$ cat src/hw/crp_pkg.sv
// constants for the card reader pin routing block
package crp_pkg;
  localparam int CRP_AW = 4;
  localparam int CRP_DW = 8;
  localparam int CRP_SLOTS = 5;
  localparam int CRP_PADS = 6;
  localparam int CRP_CKS_W = 3;
  localparam int CRP_ROUTE_W = 4;
  // register offsets
  localparam logic [3:0] CRP_REG_PIN_CFG = 4'h0;
  localparam logic [3:0] CRP_REG_ROUTE = 4'h1;
  localparam logic [3:0] CRP_REG_HALT = 4'h2;
  localparam logic [3:0] CRP_REG_CKS1 = 4'h3;
  localparam logic [3:0] CRP_REG_CKS5 = 4'h7;
  localparam logic [3:0] CRP_REG_STATUS = 4'h8;
  localparam logic [3:0] CRP_REG_BUSADDR = 4'h9;
  // pin config fields
  localparam int CRP_B_FULL = 0;
  localparam int CRP_B_PU1 = 1;
  localparam int CRP_B_PU2 = 2;
  localparam int CRP_B_INTPU = 3;
  localparam int CRP_B_RSEL1 = 4;
  localparam int CRP_B_RSEL2 = 5;
  localparam logic [5:0] CRP_PIN_CFG_RST = 6'h06;
  localparam logic [3:0] CRP_ROUTE_RST = 4'h0;
  localparam logic [4:0] CRP_HALT_RST = 5'h00;
  localparam logic [2:0] CRP_CKS_RST = 3'h0;
  localparam logic [2:0] CRP_CKS_PASS = 3'h4;
  // status fields
  localparam int CRP_S_A1 = 0;
  localparam int CRP_S_A2 = 1;
  localparam int CRP_S_LOWPWR = 2;
  localparam int CRP_S_CAPT = 3;
  localparam int CRP_S_PRES1 = 4;
  localparam int CRP_S_PRES2 = 5;
  // serial address byte: 0100 a2 a1 1 r/w
  localparam logic [3:0] CRP_BUSADDR_HI = 4'h4;
  localparam logic CRP_BUS_WR = 1'b0;
  localparam logic CRP_BUS_RD = 1'b1;
  // address strap sampled this many master clocks after reset release
  localparam int CRP_ADDR_SAMPLE_CLKS = 22;
  localparam logic [4:0] CRP_ADDR_SAMPLE_CYC = 5'(CRP_ADDR_SAMPLE_CLKS);
  // pad indices
  localparam int CRP_P_HA = 0;
  localparam int CRP_P_HB = 1;
  localparam int CRP_P_XA = 2;
  localparam int CRP_P_XB = 3;
  localparam int CRP_P_SH8 = 4;
  localparam int CRP_P_SH4 = 5;
endpackage

$ cat src/hw/crp_top.sv
// pin routing and pad control for the five-slot card reader
`timescale 1ns/1ps
module crp_top (
  input wire logic mclk,
  input wire logic rst_n,
  input wire logic [crp_pkg::CRP_AW-1:0] reg_addr,
  input wire logic [crp_pkg::CRP_DW-1:0] reg_wdata,
  input wire logic reg_wr,
  input wire logic reg_rd,
  output logic [crp_pkg::CRP_DW-1:0] reg_rdata,
  input wire logic addr_bit1_reset_in,
  input wire logic addr_bit2_clock_in,
  input wire logic bypass_in,
  output logic low_power_mode,
  output logic [1:0] bus_addr_bits,
  input wire logic card_presence_1,
  input wire logic card_presence_2,
  output logic presence1_pullup_en,
  output logic presence2_pullup_en,
  input wire logic int_request,
  output logic int_pin_o,
  output logic int_pin_oe,
  output logic int_pullup_en,
  input wire logic [crp_pkg::CRP_SLOTS-1:0] card_clk_src,
  output logic [crp_pkg::CRP_SLOTS-1:0] card_clock_out,
  input wire logic card_reset_int_1,
  input wire logic card_reset_int_2,
  input wire logic card_reset_int_3,
  output logic card_reset_out_1,
  output logic card_reset_out_2,
  input wire logic [crp_pkg::CRP_SLOTS-1:0] card_io_line_in,
  output logic [crp_pkg::CRP_SLOTS-1:0] card_io_line_out,
  input wire logic card_c4_contact_in,
  input wire logic card_c8_contact_in,
  output logic card_c4_contact_out,
  output logic card_c8_contact_out,
  input wire logic host_io_a_i,
  output logic host_io_a_o,
  output logic host_io_a_oe,
  output logic host_io_a_pu,
  input wire logic host_io_b_i,
  output logic host_io_b_o,
  output logic host_io_b_oe,
  output logic host_io_b_pu,
  input wire logic aux_io_a_i,
  output logic aux_io_a_o,
  output logic aux_io_a_oe,
  output logic aux_io_a_pu,
  input wire logic aux_io_b_i,
  output logic aux_io_b_o,
  output logic aux_io_b_oe,
  output logic aux_io_b_pu,
  input wire logic shared_pin_slot3rst_slot2c8_i,
  output logic shared_pin_slot3rst_slot2c8_o,
  output logic shared_pin_slot3rst_slot2c8_oe,
  output logic shared_pin_slot3rst_slot2c8_pu,
  input wire logic shared_pin_slot3io_slot2c4_i,
  output logic shared_pin_slot3io_slot2c4_o,
  output logic shared_pin_slot3io_slot2c4_oe,
  output logic shared_pin_slot3io_slot2c4_pu
);
  import crp_pkg::*;

  logic [5:0] pin_cfg_r;
  logic [CRP_ROUTE_W-1:0] host_io_route_sel_r;
  logic [CRP_SLOTS-1:0] card_clock_halt_r;
  logic [CRP_CKS_W-1:0] slot_clock_source_sel_r [CRP_SLOTS];
  logic [1:0] bus_addr_r;
  logic capt_done_r;
  logic [4:0] capt_cnt_r;
  logic [CRP_DW-1:0] rdata_r;
  logic [CRP_DW-1:0] rdata_nxt;
  logic [CRP_SLOTS-1:0] clk_out_r;
  logic rst1_r;
  logic rst2_r;
  logic int_low_r;
  logic [CRP_SLOTS-1:0] cio_out_r;
  logic c4_out_r;
  logic c8_out_r;
  logic a1_s;
  logic a2_s;
  logic byp_s;
  logic pres1_s;
  logic pres2_s;
  logic slot2_full_contact_select;
  logic [CRP_PADS-1:0] pad_in;
  logic [CRP_PADS-1:0] pad_drv;
  logic [CRP_PADS-1:0] pad_o;
  logic [CRP_PADS-1:0] pad_oe;
  logic [CRP_PADS-1:0] pad_pu;
  logic [CRP_PADS-1:0] pad_lvl;
  logic [CRP_SLOTS-1:0] cio_lvl;
  logic [2:0] route_slot;
  logic route_ok;
  logic route_slot2_aux;
  logic c4_lvl;
  logic c8_lvl;
  logic c4_ours_low;
  logic c8_ours_low;
  logic [CRP_PADS-1:0] oe_d1_r, oe_d2_r, own_low;

  crp_sync #(.WIDTH(5), .INIT(5'h00)) u_pin_sync (
    .mclk(mclk),
    .rst_n(rst_n),
    .d({card_presence_2, card_presence_1, bypass_in, addr_bit2_clock_in, addr_bit1_reset_in}),
    .q({pres2_s, pres1_s, byp_s, a2_s, a1_s})
  );

  // registers: every select and enable back to default while rst_n is low
  always_ff @(posedge mclk) begin
    if (!rst_n) begin
      pin_cfg_r <= CRP_PIN_CFG_RST;
      host_io_route_sel_r <= CRP_ROUTE_RST;
      card_clock_halt_r <= CRP_HALT_RST;
    end else if (reg_wr) begin
      case (reg_addr)
        CRP_REG_PIN_CFG: pin_cfg_r <= reg_wdata[5:0];
        CRP_REG_ROUTE: host_io_route_sel_r <= reg_wdata[CRP_ROUTE_W-1:0];
        CRP_REG_HALT: card_clock_halt_r <= reg_wdata[CRP_SLOTS-1:0];
        default: ;
      endcase
    end
  end

  generate
    for (genvar n = 0; n < CRP_SLOTS; n++) begin : g_cks
      always_ff @(posedge mclk) begin
        if (!rst_n) begin
          slot_clock_source_sel_r[n] <= CRP_CKS_RST;
        end else if (reg_wr && reg_addr == CRP_REG_CKS1 + 4'(n)) begin
          slot_clock_source_sel_r[n] <= reg_wdata[CRP_CKS_W-1:0];
        end
      end

      // halt forces low; slot 3 clock is idle while slot 2 has all contacts
      always_ff @(posedge mclk) begin
        if (!rst_n) begin
          clk_out_r[n] <= 1'b0;
        end else if (card_clock_halt_r[n]) begin
          clk_out_r[n] <= 1'b0;
        end else if (n == 2 && slot2_full_contact_select) begin
          clk_out_r[n] <= 1'b0;
        end else if (slot_clock_source_sel_r[n] == CRP_CKS_PASS) begin
          clk_out_r[n] <= a2_s;
        end else begin
          clk_out_r[n] <= card_clk_src[n];
        end
      end
    end
  endgenerate

  assign slot2_full_contact_select = pin_cfg_r[CRP_B_FULL];

  // address strap capture, a fixed delay after reset release
  always_ff @(posedge mclk) begin
    if (!rst_n) begin
      capt_cnt_r <= 5'h00;
      capt_done_r <= 1'b0;
      bus_addr_r <= 2'h0;
    end else if (!capt_done_r) begin
      capt_cnt_r <= capt_cnt_r + 5'h01;
      if (capt_cnt_r == CRP_ADDR_SAMPLE_CYC - 5'h01) begin
        capt_done_r <= 1'b1;
        bus_addr_r <= {a2_s, a1_s};
      end
    end
  end

  // card resets for slots 1 and 2
  always_ff @(posedge mclk) begin
    if (!rst_n) begin
      rst1_r <= 1'b0;
      rst2_r <= 1'b0;
    end else begin
      rst1_r <= pin_cfg_r[CRP_B_RSEL1] ? a1_s : card_reset_int_1;
      rst2_r <= pin_cfg_r[CRP_B_RSEL2] ? a1_s : card_reset_int_2;
    end
  end

  // open-drain interrupt, low while a request stands
  always_ff @(posedge mclk) begin
    if (!rst_n) begin
      int_low_r <= 1'b0;
    end else begin
      int_low_r <= int_request;
    end
  end

  // host io routing: slot number in low bits, aux pair slot in top bit
  assign route_slot = host_io_route_sel_r[2:0];
  assign route_ok = route_slot != 3'h0 && route_slot <= 3'(CRP_SLOTS);
  assign route_slot2_aux = host_io_route_sel_r[3];

  // own lows take two more cycles to clear through the pin synchronisers
  always_ff @(posedge mclk) begin
    if (!rst_n) {oe_d2_r, oe_d1_r} <= '0;
    else {oe_d2_r, oe_d1_r} <= {oe_d1_r, pad_oe};
  end
  assign own_low = pad_oe | oe_d1_r | oe_d2_r;

  // slot 3 io lives on the shared pin unless slot 2 owns it
  always_comb begin
    cio_lvl = card_io_line_in;
    cio_lvl[2] = pad_lvl[CRP_P_SH4] | own_low[CRP_P_SH4] | slot2_full_contact_select;
  end

  // a low we drive ourselves is not echoed back, else the bridge latches
  assign c4_lvl = route_slot2_aux ? (slot2_full_contact_select ? pad_lvl[CRP_P_SH4] : 1'b1)
    : card_c4_contact_in;
  assign c8_lvl = route_slot2_aux ? (slot2_full_contact_select ? pad_lvl[CRP_P_SH8] : 1'b1)
    : card_c8_contact_in;
  assign c4_ours_low = route_slot2_aux ? own_low[CRP_P_SH4] : ~c4_out_r;
  assign c8_ours_low = route_slot2_aux ? own_low[CRP_P_SH8] : ~c8_out_r;

  always_comb begin
    pad_drv = '1;
    if (route_ok) begin
      pad_drv[CRP_P_HA] = cio_lvl[route_slot - 3'h1] | ~cio_out_r[route_slot - 3'h1];
    end
    pad_drv[CRP_P_XA] = c4_lvl | c4_ours_low;
    pad_drv[CRP_P_XB] = c8_lvl | c8_ours_low;
    if (slot2_full_contact_select) begin
      pad_drv[CRP_P_SH8] = pad_lvl[CRP_P_XB] | own_low[CRP_P_XB] | ~route_slot2_aux;
      pad_drv[CRP_P_SH4] = pad_lvl[CRP_P_XA] | own_low[CRP_P_XA] | ~route_slot2_aux;
    end else begin
      pad_drv[CRP_P_SH8] = card_reset_int_3;
      pad_drv[CRP_P_SH4] = cio_out_r[2];
    end
  end

  // values sent toward the cards
  always_ff @(posedge mclk) begin
    if (!rst_n) begin
      cio_out_r <= '1;
      c4_out_r <= 1'b1;
      c8_out_r <= 1'b1;
    end else begin
      for (int k = 0; k < CRP_SLOTS; k++) begin
        cio_out_r[k] <= (route_ok && route_slot == 3'(k + 1)) ?
          (pad_lvl[CRP_P_HA] | own_low[CRP_P_HA]) : 1'b1;
      end
      c4_out_r <= route_slot2_aux ? 1'b1 : (pad_lvl[CRP_P_XA] | own_low[CRP_P_XA]);
      c8_out_r <= route_slot2_aux ? 1'b1 : (pad_lvl[CRP_P_XB] | own_low[CRP_P_XB]);
    end
  end

  assign pad_in = {shared_pin_slot3io_slot2c4_i, shared_pin_slot3rst_slot2c8_i,
    aux_io_b_i, aux_io_a_i, host_io_b_i, host_io_a_i};

  generate
    for (genvar p = 0; p < CRP_PADS; p++) begin : g_pad
      crp_qpad u_pad (
        .mclk(mclk),
        .rst_n(rst_n),
        .pin_i(pad_in[p]),
        .drive_val(pad_drv[p]),
        .pin_o(pad_o[p]),
        .pin_oe(pad_oe[p]),
        .pin_pu(pad_pu[p]),
        .level(pad_lvl[p])
      );
    end
  endgenerate

  // read data, one cycle after the strobe
  always_comb begin
    rdata_nxt = '0;
    case (reg_addr)
      CRP_REG_PIN_CFG: rdata_nxt = CRP_DW'(pin_cfg_r);
      CRP_REG_ROUTE: rdata_nxt = CRP_DW'(host_io_route_sel_r);
      CRP_REG_HALT: rdata_nxt = CRP_DW'(card_clock_halt_r);
      CRP_REG_STATUS: begin
        rdata_nxt[CRP_S_A1] = bus_addr_r[0];
        rdata_nxt[CRP_S_A2] = bus_addr_r[1];
        rdata_nxt[CRP_S_LOWPWR] = byp_s;
        rdata_nxt[CRP_S_CAPT] = capt_done_r;
        rdata_nxt[CRP_S_PRES1] = pres1_s;
        rdata_nxt[CRP_S_PRES2] = pres2_s;
      end
      CRP_REG_BUSADDR: rdata_nxt = {CRP_BUSADDR_HI, bus_addr_r, 1'b1, CRP_BUS_WR};
      default: begin
        if (reg_addr >= CRP_REG_CKS1 && reg_addr <= CRP_REG_CKS5) begin
          rdata_nxt = CRP_DW'(slot_clock_source_sel_r[3'(reg_addr - CRP_REG_CKS1)]);
        end
      end
    endcase
  end

  always_ff @(posedge mclk) begin
    if (!rst_n) begin
      rdata_r <= '0;
    end else if (reg_rd) begin
      rdata_r <= rdata_nxt;
    end else begin
      rdata_r <= '0;
    end
  end

  assign reg_rdata = rdata_r;
  assign low_power_mode = byp_s;
  assign bus_addr_bits = bus_addr_r;
  assign presence1_pullup_en = pin_cfg_r[CRP_B_PU1];
  assign presence2_pullup_en = pin_cfg_r[CRP_B_PU2];
  assign int_pin_o = 1'b0;
  assign int_pin_oe = int_low_r;
  assign int_pullup_en = pin_cfg_r[CRP_B_INTPU];
  assign card_clock_out = clk_out_r;
  assign card_reset_out_1 = rst1_r;
  assign card_reset_out_2 = rst2_r;
  assign card_io_line_out = cio_out_r;
  assign card_c4_contact_out = c4_out_r;
  assign card_c8_contact_out = c8_out_r;
  assign {host_io_a_o, host_io_b_o, aux_io_a_o, aux_io_b_o} =
    {pad_o[CRP_P_HA], pad_o[CRP_P_HB], pad_o[CRP_P_XA], pad_o[CRP_P_XB]};
  assign {host_io_a_oe, host_io_b_oe, aux_io_a_oe, aux_io_b_oe} =
    {pad_oe[CRP_P_HA], pad_oe[CRP_P_HB], pad_oe[CRP_P_XA], pad_oe[CRP_P_XB]};
  assign {host_io_a_pu, host_io_b_pu, aux_io_a_pu, aux_io_b_pu} =
    {pad_pu[CRP_P_HA], pad_pu[CRP_P_HB], pad_pu[CRP_P_XA], pad_pu[CRP_P_XB]};
  assign shared_pin_slot3rst_slot2c8_o = pad_o[CRP_P_SH8];
  assign shared_pin_slot3rst_slot2c8_oe = pad_oe[CRP_P_SH8];
  assign shared_pin_slot3rst_slot2c8_pu = pad_pu[CRP_P_SH8];
  assign shared_pin_slot3io_slot2c4_o = pad_o[CRP_P_SH4];
  assign shared_pin_slot3io_slot2c4_oe = pad_oe[CRP_P_SH4];
  assign shared_pin_slot3io_slot2c4_pu = pad_pu[CRP_P_SH4];
endmodule // crp_top

$ cat src/hw/crp_sync.sv
// two-flop synchroniser for pin inputs
`timescale 1ns/1ps
module crp_sync #(
  parameter int WIDTH = 1,
  parameter logic [WIDTH-1:0] INIT = '0
) (
  input wire logic mclk,
  input wire logic rst_n,
  input wire logic [WIDTH-1:0] d,
  output logic [WIDTH-1:0] q
);
  logic [WIDTH-1:0] meta_r;

  always_ff @(posedge mclk) begin
    if (!rst_n) begin
      meta_r <= INIT;
      q <= INIT;
    end else begin
      meta_r <= d;
      q <= meta_r;
    end
  end
endmodule // crp_sync

$ cat src/hw/crp_qpad.sv
// quasi-bidirectional pad: strong low, weak high
`timescale 1ns/1ps
module crp_qpad (
  input wire logic mclk,
  input wire logic rst_n,
  input wire logic pin_i,
  input wire logic drive_val,
  output logic pin_o,
  output logic pin_oe,
  output logic pin_pu,
  output logic level
);
  logic low_r;

  always_ff @(posedge mclk) begin
    if (!rst_n) begin
      low_r <= 1'b0;
    end else begin
      low_r <= ~drive_val;
    end
  end

  // high is only the weak pull-up, so the far side may always pull low
  assign pin_o = 1'b0;
  assign pin_oe = low_r;
  assign pin_pu = 1'b1;

  crp_sync #(.WIDTH(1), .INIT(1'b1)) u_sync (
    .mclk(mclk),
    .rst_n(rst_n),
    .d(pin_i),
    .q(level)
  );
endmodule // crp_qpad

$ cat config.mk
export PLATFORM = sky130hd
export DESIGN_NAME = crp_top
export DESIGN_NICKNAME = d
export VERILOG_FILES = /design/src/hw/crp_pkg.sv /design/src/hw/crp_top.sv /design/src/hw/crp_sync.sv /design/src/hw/crp_qpad.sv
export SDC_FILE = /design/constraint.sdc
export NUM_CORES = 1
export LEC_CHECK = 0
export BUFFER_PORTS_ARGS = -buffer_cell sky130_fd_sc_hd__buf_2
export CORE_MARGIN = 2
export CORE_UTILIZATION = 49
export DETAILED_ROUTE_END_ITERATION = 10
export PLACE_DENSITY = 0.73
export SLEW_MARGIN = 20
export SYNTH_ARGS = -nofsm -noshare
export SYNTH_HDL_FRONTEND = slang
export SYNTH_HIERARCHICAL = 1
export SYNTH_SLANG_ARGS = --single-unit
$ cat constraint.sdc
create_clock -name mclk -period 1.5 [get_ports mclk]
set_input_delay 0.3 -clock mclk [delete_from_list [all_inputs] [get_ports mclk]]
set_output_delay 0.3 -clock mclk [all_outputs]
set_load 0.05 [all_outputs]
==> impl_metrics.toml <==
[clock_tree]
htreeDepth = 3
clock_tree.root_cell = "clkbuf_8"
max-clock-path-buffers = 2
clk_latency_ps = 360
cts_num_sinks = 96
cts_inserted_buffers = 9
path_clk_slew_ps = 100
cts_tree = "done"

[finish]
finalCoreUtilization = 0.5947
final_cell_area_um2 = 4837
final.fill_count = 723
multiInputGateArea_um2 = 1821
area_delta_synth_final_pct = 18.66
instances_no_fill = 583
post_route_cells_drive_above_1_share = 0.3054
layout.nets = 527
insertedDiodeCount = 0
final-seq-area_um2 = 2074

[power]
worst_ir_drop_vdd_mv = 0.6779
cellPowerDensity_nw_per_um2 = 1014
total_power_mw = 4.903
p_leak_nw = 2.060

[timing]
tmin_final_ps = 1468
finalHoldViolations = 0
final.setup_skew_ps = 12.87
report.final.slew_viol_count = 0
setup_slack_ps = 32.33
fmax_mhz = 681.4
period_share = 0.9784
setup_violations = 0

[critical_path]
critPathRequiredTime_ps = 1800
setup.reg_to_reg.worst_slack_ps = 30
critPathMaxFanout = 2
crit_arrival_ps = 1770
critical_path_class = "flip-flop to flip-flop"
r2r_start = "host_io_route_sel_r[0]"
crit-reg2reg-capture = "g_pad[0].u_pad/pin_oe"
startpoint_type = "flip-flop"
setup.worst_path.end_class = "flip-flop"
r2r_cells = 7

[global_routing]
antenna_violations_before_repair = 0
grt.total_usage = 0.1928
grt-ovfl-total = 0
global_route_wire_length_before_repair_mm = 13.23
maximum_number_of_pins_on_one_net_before_global_route_repair = 56
number_of_global_route_vias_before_repair = 2778

[detailed_routing]
antenna_left = 0
vias = 2893
routed_wirelength_mm = 8.241
average_wire_per_standard_cell_um = 14.14
detailedRoute.firstIterationViolations = 156
detail_route.vias_per_cell = 4.962
drcViolationCount = 0
drt_pass1_iterations = 4

[placed_design]
post-place-cells = 566
placed_cell_area_um2 = 4609
placer_congestion_estimate = 0.8560
dpl.hpwl_mm = 5.990
port_buffers = 72
detailedPlace.worstSlack_ps = -142.5

[status]
status = "finished, final reports clean"

[floorplan]
floorplan.initialDensity = 0.5012
num_rows = 33
floorplan.die.width_um = 95.21
floorplan_die_height_um = 95.21
die-area_um2 = 9065
core_region_area_um2 = 8134
ioPinCount = 91

[logic_synthesis]
syn_inst = 391
synth.yosys.warnings = 6
syn_area_um2 = 4076
synth_area_per_cell_um2 = 10.43

[worst_hold_path]
min_delay_worst_endpoint = "g_pad[2].u_pad/u_sync/meta_r"
hold_path_startpoint = "aux_io_a_i"
hold_path.class = "input port to flip-flop"
whs_path_depth = 2

[run]
cap_viol_max_count = 0
-- flip-flops by register name (all words and copies together) (netlist names), 2 cells and up --
signal / cells
card_clock_out: 5
oe_d2_r: 5
u_pin_sync/meta_r: 5
host_io_route_sel_r: 4
g_pad.u_pad/u_sync/meta_r: 5
bus_addr_bits: 2
g_pad.u_pad/u_sync/q: 5
pin_cfg_r: 6
capt_cnt_r: 5
u_pin_sync/q: 5
card_clock_halt_r: 5
reg_rdata: 7
oe_d1_r: 5
g_pad.u_pad/pin_oe: 6
slot_clock_source_sel_r: 15
card_io_line_out: 5
-- how the worst max path moves through the flow --
stage,startpoint,to,slack [ps],cells after the start
4_1_cts,host_io_route_sel_r[1],g_pad[0].u_pad/pin_oe,30,7
3_5_place_dp,reg_addr[0],reg_rdata[2],-140,7
5_1_grt,host_io_route_sel_r[1],g_pad[0].u_pad/pin_oe,-40,7
6_report,host_io_route_sel_r[0],g_pad[0].u_pad/pin_oe,30,7
3_3_place_gp,reg_addr[1],host_io_route_sel_r[3],-60,6
2_1_floorplan,host_io_route_sel_r[0],g_pad[0].u_pad/pin_oe,40,7
-- report_power, final --
group | switching (mW) | internal (mW)
Clock | 0.932 | 0.630
Combinational | 0.365 | 0.228
Sequential | 0.0455 | 2.70
Total | 1.34 | 3.56
-- routing by layer --
| metal | vias up | global-route usage | part of all wire |
|---|---|---|---|
| met5 | - | 0 | 0 |
| met4 | 0 | 0.07246 | 0.016 |
| met3 | 10 | 0.03794 | 0.069 |
| met2 | 97 | 0.3151 | 0.48 |
| met1 | 1348 | 0.2529 | 0.43 |
| li1 | 1438 | - | - |
-- layout make-up --
type                       instances  share of cell area
sequential                        96              0.4289
tap                              105             0.02716
inverter                           6            0.004656
timing repair buffer             102              0.1262
clock buffer                      10             0.02638
multi-input combinational        258              0.3764
clock inverter                     6             0.01035
-- through the flow --
| stage | setup TNS [ps] | hold WS [ps] |
|---|---|---|
| final | 0 | 109.1 |
| after global routing | -36.06 | 100.2 |
| after CTS | 0 | 99.10 |
| after detailed placement | -495.1 | 394.0 |
| after global placement | -311.9 | 389.3 |
| after floorplan | 0 | 373.0 |
-- layout by cell type, fill, tap and decap left out, types with 2 or more instances in the layout --
cell,instances
buf_12,2
nor3b_1,8
dfxtp_1,79
nand3_1,5
o21ai_0,2
nand2_1,38
xnor2_1,5
a32oi_1,3
nor4_1,4
buf_2,72
buf_4,28
a31oi_1,3
nor3b_2,2
nor4b_1,2
mux4_2,3
mux2i_1,18
nor2_1,13
inv_1,6
conb_1,15
mux2_2,6
nor2b_1,19
a21boi_1,4
and3_1,5
clkbuf_8,9
and4_2,3
dfxtp_2,2
a22oi_1,3
edfxtp_1,15
nand2b_1,13
and2_1,40
inv_6,3
nor2b_4,6
o22ai_1,5
o21ai_1,2
a21oi_1,8
ha_1,10
-- repair_timing --
item,4_1_cts,5_1_grt
resized for setup,1,8
buffers inserted,0,1
pin swaps,0,3
setup endpoints to repair,1,1
hold buffers,0,0
-- critical path, stage by stage, from the launching register on --
cell and delay [ps]:
dfxtp_2 340, inv_1 50, ha_1 220, xnor2_2 160, buf_4 150, a311oi_2 280, o21ai_2 120, nor2b_4 100
Note: power is estimated with default switching activity, not from simulation.
